$ cat config.mk
export PLATFORM = sky130hd
export DESIGN_NAME = twdrs_port
export DESIGN_NICKNAME = d
export VERILOG_FILES = /design/src/verilog/twdrs_sync.v /design/src/verilog/twdrs_rd_mux.v /design/src/verilog/twdrs_port.v
export VERILOG_INCLUDE_DIRS = /design/src /design/src/verilog
export SDC_FILE = /design/constraint.sdc
export NUM_CORES = 1
export LEC_CHECK = 0
export BUFFER_PORTS_ARGS = -buffer_cell sky130_fd_sc_hd__buf_2
export CORE_MARGIN = 2
export CORE_UTILIZATION = 50
export CTS_BUF_LIST = sky130_fd_sc_hd__clkbuf_2
export DETAILED_ROUTE_END_ITERATION = 8
export PLACE_DENSITY = 0.72
export SLEW_MARGIN = 10
export SYNTH_ARGS = -nofsm -noshare
export SYNTH_HDL_FRONTEND = slang
export SYNTH_SLANG_ARGS = --single-unit
$ cat constraint.sdc
create_clock -name ref_clk -period 5.75 [get_ports ref_clk]
set_clock_uncertainty 0.15 [all_clocks]
set_input_delay 1.725 -clock ref_clk [delete_from_list [all_inputs] [get_ports ref_clk]]
set_output_delay 1.725 -clock ref_clk [all_outputs]
set_load 0.01 [all_outputs]
$ cat src/verilog/twdrs_map.vh
// Constants of the two-wire debug register-select port.
// Included by the read-mux and port design files; holds definitions only.
`ifndef TWDRS_MAP_VH
`define TWDRS_MAP_VH

// Target codes written to the address register.
`define TWDRS_CODE_PART_ID   8'h00
`define TWDRS_CODE_REV_ID    8'h01
`define TWDRS_CODE_HALT      8'h02
`define TWDRS_CODE_PROG_EN   8'hdf
`define TWDRS_CODE_PROG_DATA 8'hbf
`define TWDRS_CODE_PROG_STAT 8'hb7
`define TWDRS_CODE_ADDR_HI   8'haf
`define TWDRS_CODE_ADDR_LO   8'hae
`define TWDRS_CODE_CHK0      8'ha9
`define TWDRS_CODE_CHK1      8'haa
`define TWDRS_CODE_CHK2      8'hab
`define TWDRS_CODE_CHK3      8'hac

// Internal select indices produced by the target decoder.
`define TWDRS_IDX_PART_ID   4'h0
`define TWDRS_IDX_REV_ID    4'h1
`define TWDRS_IDX_HALT      4'h2
`define TWDRS_IDX_PROG_EN   4'h3
`define TWDRS_IDX_PROG_DATA 4'h4
`define TWDRS_IDX_PROG_STAT 4'h5
`define TWDRS_IDX_ADDR_HI   4'h6
`define TWDRS_IDX_ADDR_LO   4'h7
`define TWDRS_IDX_CHK0      4'h8
`define TWDRS_IDX_NONE      4'hf

// Reset values.
`define TWDRS_RST_TARGET    8'h00
`define TWDRS_RST_BYTE      8'h00

// Field positions.
`define TWDRS_STAT_BUSY_BIT 7
`define TWDRS_PSTAT_WLK_BIT 7
`define TWDRS_PSTAT_RLK_BIT 6
`define TWDRS_PSTAT_ERR_BIT 0
`define TWDRS_INS_WR_BIT    0
`define TWDRS_INS_ADDR_BIT  1

// Timing: link clock held low this long abandons any frame.
`define TWDRS_CLK_KHZ       20000
`define TWDRS_LINK_RST_NS   20000
`define TWDRS_LINK_RST_CYC  ((`TWDRS_LINK_RST_NS * `TWDRS_CLK_KHZ) / 1000000)

`endif

$ cat src/verilog/twdrs_sync.v
// Two-flop synchroniser for pin inputs of the debug port.
// Assumes the inputs are asynchronous to ref_clk; stage one feeds only stage two.
`timescale 1ns/100ps
module twdrs_sync #(
  parameter W = 2
) (
  input  wire         ref_clk,
  input  wire         nrst,
  input  wire [W-1:0] async_in,
  output reg  [W-1:0] sync_out
);

  reg [W-1:0] meta_r;

  // Both stages clear on reset; the output then follows the pins two edges late.
  always @(posedge ref_clk) begin
    if (!nrst) begin
      meta_r   <= {W{1'b0}};
      sync_out <= {W{1'b0}};
    end else begin
      meta_r   <= async_in;
      sync_out <= meta_r;
    end
  end

endmodule // twdrs_sync

$ cat src/verilog/twdrs_rd_mux.v
// Registered read-back selector of the debug port data registers.
// Assumes the select index is already decoded by the parent and stable while read.
`timescale 1ns/100ps
`include "twdrs_map.vh"
module twdrs_rd_mux (
  input  wire        ref_clk,
  input  wire        nrst,
  input  wire [3:0]  sel_idx,
  input  wire        status_rd,
  input  wire [7:0]  status_byte,
  input  wire [7:0]  part_id,
  input  wire [7:0]  rev_id,
  input  wire [7:0]  halt_byte,
  input  wire [7:0]  prog_en_byte,
  input  wire [7:0]  prog_data_byte,
  input  wire [7:0]  prog_stat_byte,
  input  wire [15:0] prog_addr,
  input  wire [31:0] checksum,
  output reg  [7:0]  rd_byte
);

  reg  [7:0] pick;
  wire [1:0] chk_sel;

  assign chk_sel = sel_idx[1:0];

  // Selects the byte the link would shift out; unknown codes read as zero.
  always @* begin
    pick = `TWDRS_RST_BYTE;
    if (status_rd) begin
      pick = status_byte;
    end else begin
      case (sel_idx)
        `TWDRS_IDX_PART_ID:   pick = part_id;
        `TWDRS_IDX_REV_ID:    pick = rev_id;
        `TWDRS_IDX_HALT:      pick = halt_byte;
        `TWDRS_IDX_PROG_EN:   pick = prog_en_byte;
        `TWDRS_IDX_PROG_DATA: pick = prog_data_byte;
        `TWDRS_IDX_PROG_STAT: pick = prog_stat_byte;
        `TWDRS_IDX_ADDR_HI:   pick = prog_addr[15:8];
        `TWDRS_IDX_ADDR_LO:   pick = prog_addr[7:0];
        default: begin
          if (sel_idx[3] && !sel_idx[2]) begin
            pick = checksum[chk_sel*8 +: 8];
          end
        end
      endcase
    end
  end

  // The chosen byte leaves through a register.
  always @(posedge ref_clk) begin
    if (!nrst) begin
      rd_byte <= `TWDRS_RST_BYTE;
    end else begin
      rd_byte <= pick;
    end
  end

endmodule // twdrs_rd_mux

$ cat src/verilog/twdrs_port.v
// Top of the two-wire debug register-select port.
// Assumes a 20 MHz ref_clk, a memory controller on the same clock, and an
// external tool that clocks the link far slower than ref_clk.
//
// What this block does
// (RL1) Two pins only: tool drives the clock; data pin is driven by either side.
// (RL2) Address write stores a target code steering later data reads and writes.
// (RL3) Code 0x00 reaches the read-only part identifier; writes are ignored.
// (RL4) Code 0x01 reaches the read-only silicon revision; writes are ignored.
// (RL5) Code 0x02 reaches the core halt control register.
// (RL6) Code 0xDF reaches the programming enable register.
// (RL7) Code 0xBF reaches the programming data register carrying memory bytes.
// (RL8) Code 0xB7 reaches the programming status register.
// (RL9) Codes 0xAF and 0xAE reach upper and lower programming address bytes.
// (RL10) Codes 0xA9 to 0xAC reach checksum bytes zero to three in order.
// (RL11) Address read returns status; bit seven set while an operation runs.
// (RL12) These registers are reachable only over the two-wire link.
// (RL13) Status top bit shows write lock, next bit read lock, at the address.
// (RL14) Status bit zero set when the last memory access was refused.
// (RL15) Target code resets to zero so early accesses reach the part identifier.
// (RL16) Unknown target codes change nothing and read back a harmless value.
`timescale 1ns/100ps
`include "twdrs_map.vh"
module twdrs_port #(
  parameter [7:0] PART_ID = 8'h5a,  // Arbitrary value.
  parameter [7:0] REV_ID  = 8'h01   // Arbitrary value.
) (
  input  wire        ref_clk,
  input  wire        nrst,
  input  wire        link_clock_pin,
  input  wire        link_data_in,
  output reg         link_data_out,
  output reg         link_data_oe,
  input  wire        prog_done,
  input  wire        prog_refused,
  input  wire [7:0]  prog_rdata,
  input  wire        write_locked_in,
  input  wire        read_locked_in,
  input  wire [31:0] checksum_in,
  output reg  [7:0]  core_halt_ctrl,
  output reg  [7:0]  prog_enable_ctrl,
  output reg  [15:0] prog_addr,
  output reg  [7:0]  prog_wdata,
  output reg         prog_wr_req,
  output reg         prog_rd_req
);

  localparam [1:0] ST_IDLE = 2'd0;
  localparam [1:0] ST_INS  = 2'd1;
  localparam [1:0] ST_WDAT = 2'd2;
  localparam [1:0] ST_RDAT = 2'd3;
  localparam [31:0] LOW_MAX_W = `TWDRS_LINK_RST_CYC;
  localparam [8:0]  LOW_MAX   = LOW_MAX_W[8:0];

  reg  [1:0] state_r;
  reg  [2:0] bitcnt_r;
  reg  [1:0] ins_r;
  reg  [7:0] shift_r;
  reg        first_r;
  reg        clk_d_r;
  reg  [8:0] low_cnt_r;
  reg        wr_go_r;
  reg        rd_go_r;
  reg  [7:0] target_r;
  reg        busy_r;
  reg        op_rd_r;
  reg        err_r;
  reg        wlk_r;
  reg        rlk_r;
  wire [1:0] pins_s;
  wire       clk_s;
  wire       dat_s;
  wire       rise;
  wire       fall;
  wire       link_tmo;
  wire [3:0] sel_idx;
  wire [7:0] status_byte;
  wire [7:0] pstat_byte;
  wire [7:0] rd_byte;
  wire       is_addr;

  // Maps a stored target code onto an internal register index.
  function [3:0] twdrs_decode;
    input [7:0] code;
    begin
      case (code)
        `TWDRS_CODE_PART_ID:   twdrs_decode = `TWDRS_IDX_PART_ID;   // RL3
        `TWDRS_CODE_REV_ID:    twdrs_decode = `TWDRS_IDX_REV_ID;    // RL4
        `TWDRS_CODE_HALT:      twdrs_decode = `TWDRS_IDX_HALT;      // RL5
        `TWDRS_CODE_PROG_EN:   twdrs_decode = `TWDRS_IDX_PROG_EN;   // RL6
        `TWDRS_CODE_PROG_DATA: twdrs_decode = `TWDRS_IDX_PROG_DATA; // RL7
        `TWDRS_CODE_PROG_STAT: twdrs_decode = `TWDRS_IDX_PROG_STAT; // RL8
        `TWDRS_CODE_ADDR_HI:   twdrs_decode = `TWDRS_IDX_ADDR_HI;   // RL9
        `TWDRS_CODE_ADDR_LO:   twdrs_decode = `TWDRS_IDX_ADDR_LO;   // RL9
        `TWDRS_CODE_CHK0:      twdrs_decode = `TWDRS_IDX_CHK0;      // RL10
        `TWDRS_CODE_CHK1:      twdrs_decode = `TWDRS_IDX_CHK0 + 4'h1; // RL10
        `TWDRS_CODE_CHK2:      twdrs_decode = `TWDRS_IDX_CHK0 + 4'h2; // RL10
        `TWDRS_CODE_CHK3:      twdrs_decode = `TWDRS_IDX_CHK0 + 4'h3; // RL10
        default:               twdrs_decode = `TWDRS_IDX_NONE;      // RL16
      endcase
    end
  endfunction

  // Both link pins are resynchronised before anything looks at them.
  twdrs_sync #(
    .W (2)
  ) u_sync (
    .ref_clk  (ref_clk),
    .nrst     (nrst),
    .async_in ({link_clock_pin, link_data_in}),
    .sync_out (pins_s)
  );

  assign clk_s    = pins_s[1];
  assign dat_s    = pins_s[0];
  assign rise     = clk_s & ~clk_d_r;
  assign fall     = ~clk_s & clk_d_r;
  assign link_tmo = (low_cnt_r == LOW_MAX);
  assign sel_idx  = twdrs_decode(target_r);
  assign is_addr  = ins_r[`TWDRS_INS_ADDR_BIT];

  // Status byte of an address read: only the busy flag is defined.
  assign status_byte = {busy_r, 7'h00}; // RL11

  // Programming status: lock flags on top, refusal in bit zero.
  assign pstat_byte = {wlk_r, rlk_r, 5'h00, err_r}; // RL13 RL14

  // Read-back byte for the next read frame.
  twdrs_rd_mux u_rd_mux (
    .ref_clk        (ref_clk),
    .nrst           (nrst),
    .sel_idx        (sel_idx),
    .status_rd      (is_addr),
    .status_byte    (status_byte),
    .part_id        (PART_ID),
    .rev_id         (REV_ID),
    .halt_byte      (core_halt_ctrl),
    .prog_en_byte   (prog_enable_ctrl),
    .prog_data_byte (prog_wdata),
    .prog_stat_byte (pstat_byte),
    .prog_addr      (prog_addr),
    .checksum       (checksum_in),
    .rd_byte        (rd_byte)
  );

  // Edge history of the link clock and the idle-low watchdog.
  always @(posedge ref_clk) begin
    if (!nrst) begin
      clk_d_r   <= 1'b0;
      low_cnt_r <= 9'h000;
    end else begin
      clk_d_r <= clk_s;
      if (clk_s) begin
        low_cnt_r <= 9'h000;
      end else if (!link_tmo) begin
        low_cnt_r <= low_cnt_r + 9'h001;
      end
    end
  end

  // Frame sequencer: start bit, two instruction bits, then eight data bits
  // shifted in by the tool or out by this end, least significant bit first.
  always @(posedge ref_clk) begin
    if (!nrst) begin
      state_r       <= ST_IDLE;
      bitcnt_r      <= 3'h0;
      ins_r         <= 2'h0;
      shift_r       <= `TWDRS_RST_BYTE;
      first_r       <= 1'b0;
      wr_go_r       <= 1'b0;
      rd_go_r       <= 1'b0;
      link_data_out <= 1'b0;
      link_data_oe  <= 1'b0;
    end else begin
      wr_go_r <= 1'b0;
      rd_go_r <= 1'b0;
      if (link_tmo) begin
        state_r      <= ST_IDLE;
        link_data_oe <= 1'b0; // RL1
      end else begin
        case (state_r)
          ST_IDLE: begin
            if (rise && !dat_s) begin
              state_r  <= ST_INS;
              bitcnt_r <= 3'h0;
            end
          end
          ST_INS: begin
            if (rise) begin
              if (bitcnt_r == 3'h0) begin
                ins_r[0] <= dat_s;
                bitcnt_r <= 3'h1;
              end else begin
                ins_r[1] <= dat_s;
                bitcnt_r <= 3'h0;
                first_r  <= 1'b1;
                state_r  <= ins_r[`TWDRS_INS_WR_BIT] ? ST_WDAT : ST_RDAT;
              end
            end
          end
          ST_WDAT: begin
            if (rise) begin
              shift_r  <= {dat_s, shift_r[7:1]};
              bitcnt_r <= bitcnt_r + 3'h1;
              if (bitcnt_r == 3'h7) begin
                wr_go_r <= 1'b1;
                state_r <= ST_IDLE;
              end
            end
          end
          ST_RDAT: begin
            // This end drives after each falling edge; the tool samples on rising.
            if (fall) begin
              link_data_oe <= 1'b1; // RL1
              first_r      <= 1'b0;
              if (first_r) begin
                link_data_out <= rd_byte[0];
                shift_r       <= {1'b0, rd_byte[7:1]};
              end else begin
                link_data_out <= shift_r[0];
                shift_r       <= {1'b0, shift_r[7:1]};
              end
            end else if (rise && !first_r) begin
              bitcnt_r <= bitcnt_r + 3'h1;
              if (bitcnt_r == 3'h7) begin
                link_data_oe <= 1'b0; // RL1
                rd_go_r      <= 1'b1;
                state_r      <= ST_IDLE;
              end
            end
          end
          default: begin
            state_r <= ST_IDLE;
          end
        endcase
      end
    end
  end

  // Address register and writable data registers, written from the link only.
  always @(posedge ref_clk) begin
    if (!nrst) begin
      target_r         <= `TWDRS_RST_TARGET; // RL15
      core_halt_ctrl   <= `TWDRS_RST_BYTE;
      prog_enable_ctrl <= `TWDRS_RST_BYTE;
      prog_addr        <= {`TWDRS_RST_BYTE, `TWDRS_RST_BYTE};
    end else if (wr_go_r) begin // RL12
      if (is_addr) begin
        target_r <= shift_r; // RL2
      end else begin
        case (sel_idx) // RL2
          `TWDRS_IDX_HALT:    core_halt_ctrl   <= shift_r; // RL5
          `TWDRS_IDX_PROG_EN: prog_enable_ctrl <= shift_r; // RL6
          `TWDRS_IDX_ADDR_HI: prog_addr[15:8]  <= shift_r; // RL9
          `TWDRS_IDX_ADDR_LO: prog_addr[7:0]   <= shift_r; // RL9
          default: begin
            // Identifier, revision, status, checksum and unknown codes hold.
            target_r <= target_r; // RL3 RL4 RL16
          end
        endcase
      end
    end
  end

  // Memory operations: a data write to the data register launches a write,
  // a data read of it launches a read whose result is the next byte read.
  always @(posedge ref_clk) begin
    if (!nrst) begin
      prog_wdata  <= `TWDRS_RST_BYTE;
      prog_wr_req <= 1'b0;
      prog_rd_req <= 1'b0;
      busy_r      <= 1'b0;
      op_rd_r     <= 1'b0;
      err_r       <= 1'b0;
    end else begin
      prog_wr_req <= 1'b0;
      prog_rd_req <= 1'b0;
      if (wr_go_r && !is_addr && sel_idx == `TWDRS_IDX_PROG_DATA && !busy_r) begin
        prog_wdata  <= shift_r; // RL7
        prog_wr_req <= 1'b1;
        busy_r      <= 1'b1;    // RL11
        op_rd_r     <= 1'b0;
      end else if (rd_go_r && !is_addr && sel_idx == `TWDRS_IDX_PROG_DATA && !busy_r) begin
        prog_rd_req <= 1'b1;    // RL7
        busy_r      <= 1'b1;    // RL11
        op_rd_r     <= 1'b1;
      end else if (busy_r && prog_done) begin
        busy_r <= 1'b0;         // RL11
        err_r  <= prog_refused; // RL14
        if (op_rd_r && !prog_refused) begin
          prog_wdata <= prog_rdata;
        end
      end
    end
  end

  // Lock flags follow the controller's view of the current address.
  always @(posedge ref_clk) begin
    if (!nrst) begin
      wlk_r <= 1'b0;
      rlk_r <= 1'b0;
    end else begin
      wlk_r <= write_locked_in; // RL13
      rlk_r <= read_locked_in;  // RL13
    end
  end

endmodule // twdrs_port

==> flow_summary.json, run 1 <==
{
  "cts_sinks": 97,
  "synthCells": 507,
  "start_kind": "register",
  "timing.rr.start": "target_r[0]$_SDFFE_PN0P_",
  "cpLargestDelayFamily": "flip-flops",
  "final-seq-area_sq_mm": 0.00194,
  "cp-end-kind": "primary output",
  "tightest_slew_ns": 1.14,
  "total_power_w": 0.00103,
  "cts_max_path_buffers": 2,
  "path_buf_inv": 1,
  "reg2reg_depth": 7,
  "setup_violations": 0,
  "vdd_drop_max_mv": 0.0905,
  "cts_tree": "built",
  "slowest_delay_ns": 0.45,
  "p_leak_nw": 2.25,
  "nNetsFinal": 633,
  "antenna_cells": 0,
  "cts_resized": 0,
  "grt_util_all_layers_pct": 24.5,
  "multi_input_area_sq_mm": 0.00259,
  "crit_path_top_delay_cell": "dfxtp_1",
  "die_x_um": 101,
  "syn_nets": 560,
  "cp-startpoint": "prog_wdata[4]$_SDFFE_PN0P_",
  "ys_warn_count": 0,
  "final_hold_viol_count": 0,
  "ant_nets": 0,
  "port_buffers": 91,
  "critPathRequiredTime_ns": 3.88,
  "coreArea_sq_mm": 0.00920,
  "setup_tns_ns": 0,
  "remaining_drc_errors": 0,
  "synth_cell_types": 59,
  "postCtsSetupBuffers": 0,
  "cp_data_arrival_time_ns": 1.17,
  "gp_congestion": 0.916,
  "slew_headroom_pct": 23.8,
  "ys_async_sr_fraction_pct": 0,
  "avgViaCountPerCell": 5.72,
  "seq_area_frac_synth_pct": 41.2,
  "syn_area_per_cell_sq_um": 9.30,
  "slew_viol_final": 0,
  "outcome": "complete, no violations",
  "fill_cells": 862,
  "first_global_vias": 3783,
  "synth_area_sq_mm": 0.00471,
  "holdPathStages": 1,
  "num_rows": 35,
  "path_max_fanout": 3,
  "hold_end": "state_r[0]$_SDFFE_PP0P_",
  "min_path_type": "register to register",
  "p_per_area_mw_per_mm2": 195,
  "gr-total-overflow": 0,
  "vias": 3978,
  "die_h_um": 101,
  "wl_mm": 12.3,
  "rsz0062_at_grt": "no",
  "dpl.hpwl_mm": 9.08,
  "synth_top_flop_cell": "dfxtp_1",
  "r2r_end": "u_rd_mux.rd_byte[6]$_SDFF_PP0_",
  "avgRoutedWirePerCell_um": 17.7,
  "drive_gt1_share_pct": 23.4,
  "fin_crit_ns": 3.05,
  "path_cells": "buf_2",
  "syn_to_final_growth_pct": 12.0,
  "io_pins": 92,
  "cts_made_buffers": 9,
  "dieArea_sq_mm": 0.0102,
  "synth_seq_cells": 97,
  "clk_pin_slew_worst_paths_ns": 0.28,
  "initial_core_util_pct": 51.3,
  "max-cap-violations": 0,
  "synth_edf_count": 0,
  "path_class": "register to primary output",
  "hp-start": "ins_r[0]$_SDFFE_PN0P_",
  "drt_first_iter_violations": 223,
  "grt_max_degree": 66,
  "insertion_delay_ns": 0.57,
  "cts_root_buf": "clkbuf_2",
  "cts_hold_buf": 0,
  "max_freq_ghz": 0.328,
  "antenna_found_initial": 0,
  "detail_route.first_pass.iterations": 5,
  "htree_levels": 3,
  "grt_pass1_wl_mm": 19.3,
  "fin_crit_sh_pct": 53.0,
  "ff2ff_setup_slack_ns": 2.86
}
-- Yosys cell counts (3+ instances only) --
library cell  number  area [sq um]
nand3b_1           5          37.5
a31oi_1            6          37.5
o21ai_0            9          45.0
or3_1              3          18.8
nand2_1           53           199
inv_1              7          26.3
and3_2             3          22.5
ha_1               5          62.6
mux2i_1           54           541
nor2b_1           38           238
nor2_1            22          82.6
nand2b_1           6          37.5
nor3_4             3          48.8
xor2_1             5          43.8
buf_2              3          15.0
dfxtp_1           97          1940
a221o_1            3          30.0
a21oi_1           19          95.1
xnor2_1            3          26.3
and2_1             9          56.3
a21boi_0          12          90.1
o211a_1           16           160
a22oi_1           14           105
or3b_2             3          26.3
nor3_1            13          65.1
nand3_1           22           110
clkbuf_1          28           105
or2_2              3          18.8
a221o_2            5          56.3
nor4_1             3          18.8
-- cells by family after synthesis --
group | Yosys count | synth area share [%]
simple gates | 203 | 24.4
compound gates | 99 | 16.1
flops | 97 | 41.2
mux | 55 | 11.7
buf+inv | 40 | 3.77
xor+xnor | 8 | 1.49
fa+ha+maj | 5 | 1.33
-- stage by stage --
step / instances / hold slack [ns] / util [%] / cell area [sq um] / setup slack, ns
floorplan: 507 / 0.262 / - / 4710 / 2.75
global placement: 680 / 0.273 / 56.4 / 5190 / 2.34
detailed placement: 680 / 0.278 / 56.4 / 5190 / 2.29
CTS: 696 / 0.316 / 57.4 / 5280 / 2.65
global route: 696 / 0.335 / 57.4 / 5280 / 2.58
finish: 696 / 0.308 / 57.4 / 5280 / 2.70
-- sequential cells by signal, indices dropped and copies added (netlist names), 3 cells and up --
name and cells:
prog_enable_ctrl 8, low_cnt_r 9, shift_r 8, target_r 8, u_rd_mux.rd_byte 8, prog_wdata 8
core_halt_ctrl 8, bitcnt_r 3, prog_addr 16
-- layout by cell type (no fill, tap or decap), types with 13 or more instances in the layout --
master | Yosys | routed
a21oi_1 | 19 | 19
a22oi_1 | 14 | 14
buf_2 | 3 | 91
dfxtp_1 | 97 | 97
mux2i_1 | 54 | 54
nand2_1 | 53 | 53
nand3_1 | 22 | 22
nor2_1 | 22 | 22
nor2b_1 | 38 | 38
nor3_1 | 13 | 13
o211a_1 | 16 | 16
-- cell type report --
class / instances / share of cell area, %
clock buffers: 10 / 0.948
inverters: 7 / 0.498
flip-flops and latches: 97 / 36.8
multi-input cells: 370 / 49.1
clock inverters: 6 / 0.829
well taps: 111 / 2.63
repair buffers: 95 / 9.19
-- how the worst max path moves through the flow --
| stage | to | cells after the start | slack, ns |
|---|---|---|---|
| after floorplan | u_rd_mux.rd_byte[0]$_SDFF_PP0_ | 5 | 2.75 |
| after global placement | u_rd_mux.rd_byte[0]$_SDFF_PP0_ | 6 | 2.34 |
| after detailed placement | u_rd_mux.rd_byte[0]$_SDFF_PP0_ | 6 | 2.29 |
| final | prog_wdata[4] | 1 | 2.70 |
| after CTS | prog_wdata[4] | 1 | 2.65 |
| after global routing | prog_wdata[4] | 1 | 2.58 |
-- power breakdown --
| part | total [W] | internal, W | leakage, nW | switching [W] |
|---|---|---|---|---|
| logic | 0.0000528 | 0.0000270 | 1.40 | 0.0000259 |
| clock network | 0.000290 | 0.0000610 | 0.0639 | 0.000229 |
| registers | 0.000686 | 0.000681 | 0.785 | 0.00000503 |
| total | 0.00103 | 0.000769 | 2.25 | 0.000260 |
-- routing by layer --
| metal | GRT usage, % | share of wire, % |
|---|---|---|
| met1 | 31.8 | 44 |
| met2 | 39.8 | 49 |
| met3 | 3.95 | 4.1 |
| met4 | 11.9 | 3.5 |
| met5 | 0 | 0 |
Power figures use the tool's default switching activity.
==> inputs of run 2 (changes only) <==
Settings changed: PLACE_DENSITY 0.72 to 0.75.
Clock period 5.75 ns to 2.8 ns, I/O delays scaled along.
==> flow_summary.json, run 2 (synthesis results as in run 1) <==
{
  "fin_crit_sh_pct": 93.9,
  "nNetsFinal": 645,
  "dieArea_sq_mm": 0.0102,
  "path_class": "register to register",
  "cts_max_path_buffers": 2,
  "slew_headroom_pct": 51.7,
  "cp_data_arrival_time_ns": 2.99,
  "grt_util_all_layers_pct": 24.9,
  "reg.largest.list": "prog_addr: 16 flops, low_cnt_r: 9 flops",
  "p_per_area_mw_per_mm2": 388,
  "die_h_um": 101,
  "place_ws_ns": 0.238,
  "fill_cells": 847,
  "cts_root_buf": "clkbuf_2",
  "outcome": "complete, no violations",
  "cts_tree": "built",
  "vias": 4004,
  "io_pins": 92,
  "layout_common_cells": "97 x dfxtp_1, 91 x buf_2, 54 x mux2i_1",
  "clk_pin_slew_worst_paths_ns": 0.27,
  "num_rows": 35,
  "tightest_slew_ns": 0.719,
  "total_power_w": 0.00208,
  "antenna_found_initial": 0,
  "ant_nets": 0,
  "antenna_cells": 0,
  "htree_levels": 3,
  "dp_cells": 692,
  "avgRoutedWirePerCell_um": 17.6,
  "p_leak_nw": 2.28,
  "grt_max_degree": 78,
  "setup_violations": 0,
  "drt_first_iter_violations": 226,
  "vdd_drop_max_mv": 0.205,
  "max-cap-violations": 0,
  "fin_ws_ns": 0.171,
  "detail_route.first_pass.iterations": 5,
  "dpl.hpwl_mm": 9.23,
  "coreArea_sq_mm": 0.00920,
  "remaining_drc_errors": 0,
  "path_max_fanout": 11,
  "avgViaCountPerCell": 5.66,
  "final_hold_viol_count": 0,
  "port_buffers": 91,
  "largest_register_ffs": 16,
  "cts_made_buffers": 9,
  "gr-total-overflow": 0,
  "die_x_um": 101,
  "critPathRequiredTime_ns": 3.16,
  "grt_pass1_wl_mm": 19.7,
  "drive_gt1_share_pct": 25.0,
  "initial_core_util_pct": 51.3,
  "regMostFlops": "prog_addr",
  "postCtsSetupBuffers": 0,
  "cts_hold_buf": 0,
  "insertion_delay_ns": 0.56,
  "first_global_vias": 3885,
  "syn_to_final_growth_pct": 13.8,
  "start_kind": "register",
  "cp-end-kind": "register",
  "min_path_type": "input pin to register",
  "instances_no_fill": 707,
  "slew_viol_final": 0,
  "max_freq_ghz": 0.380,
  "fin_crit_ns": 2.63,
  "gp_congestion": 0.955,
  "wl_mm": 12.4,
  "cts_sinks": 97,
  "final_common_cell": "dfxtp_1"
}
-- run 2: cell type report --
| class | count | area (sq um) | area share, % |
|---|---|---|---|
| Sequential cell | 97 | 1940 | 36.2 |
| Tap cell | 111 | 139 | 2.59 |
| Inverter | 7 | 26.3 | 0.490 |
| Timing Repair Buffer | 107 | 576 | 10.7 |
| Clock inverter | 5 | 33.8 | 0.630 |
| Clock buffer | 10 | 50.0 | 0.933 |
| Multi-Input combinational cell | 370 | 2600 | 48.4 |
-- run 2: power breakdown --
group	total [W]	internal [W]	switching [W]
clock	0.000560	0.000111	0.000449
sequential	0.00141	0.00140	0.00000998
combinational	0.000112	0.0000567	0.0000556
-- run 2: per-layer routing --
layer  vias up  share of wire, %  routed length [um]  global-route usage [%]
met5         -                 0                   0                       0
met4         0               2.7                 339                    10.7
met3        19               4.5                 555                    3.05
met2        91                49                6140                    41.2
met1      1913                43                5380                    32.9
li1       1981                 -                   -                       -
-- run 2: per-stage QoR --
stage                     instance area (sq um)  utilization (%)   TNS, ns  hold slack (ns)
after detailed placement                   5280             57.4         0            0.268
after global placement                     5280             57.4         0            0.274
after global routing                       5360             58.3  -0.00111            0.257
final                                      5360             58.3         0            0.304
after floorplan                            4710                -         0            0.262
after CTS                                  5360             58.3         0            0.260
-- run 2: what timing repair did --
item | in CTS | in global routing
hold endpoints to repair | 0 | 0
resized for setup | 0 | 1
endpoints found under the setup margin | 0 | 2
-- run 2: path summary, 6_finish.rpt --
path                                             startpoint                             end  slack, ns  cells past startpoint
worst max-delay path               target_r[3]$_SDFFE_PN0P_  u_rd_mux.rd_byte[3]$_SDFF_PP0_       0.17                      7
worst min-delay path                         link_clock_pin     u_sync.meta_r[1]$_SDFF_PN0_       0.30                      2
worst max register to register     target_r[3]$_SDFFE_PN0P_  u_rd_mux.rd_byte[3]$_SDFF_PP0_       0.17                      7
worst min register to register  u_sync.meta_r[0]$_SDFF_PN0_   u_sync.sync_out[0]$_SDFF_PN0_       0.30                      1
-- run 2: worst max-delay path, stage by stage (launching register included) --
cell	delay [ns]
dfxtp_1	0.54
nand3b_1	0.13
or2_2	0.38
o311ai_4	0.52
nand3_1	0.25
nor2_1	0.37
a22oi_1	0.15
nand2_1	0.11
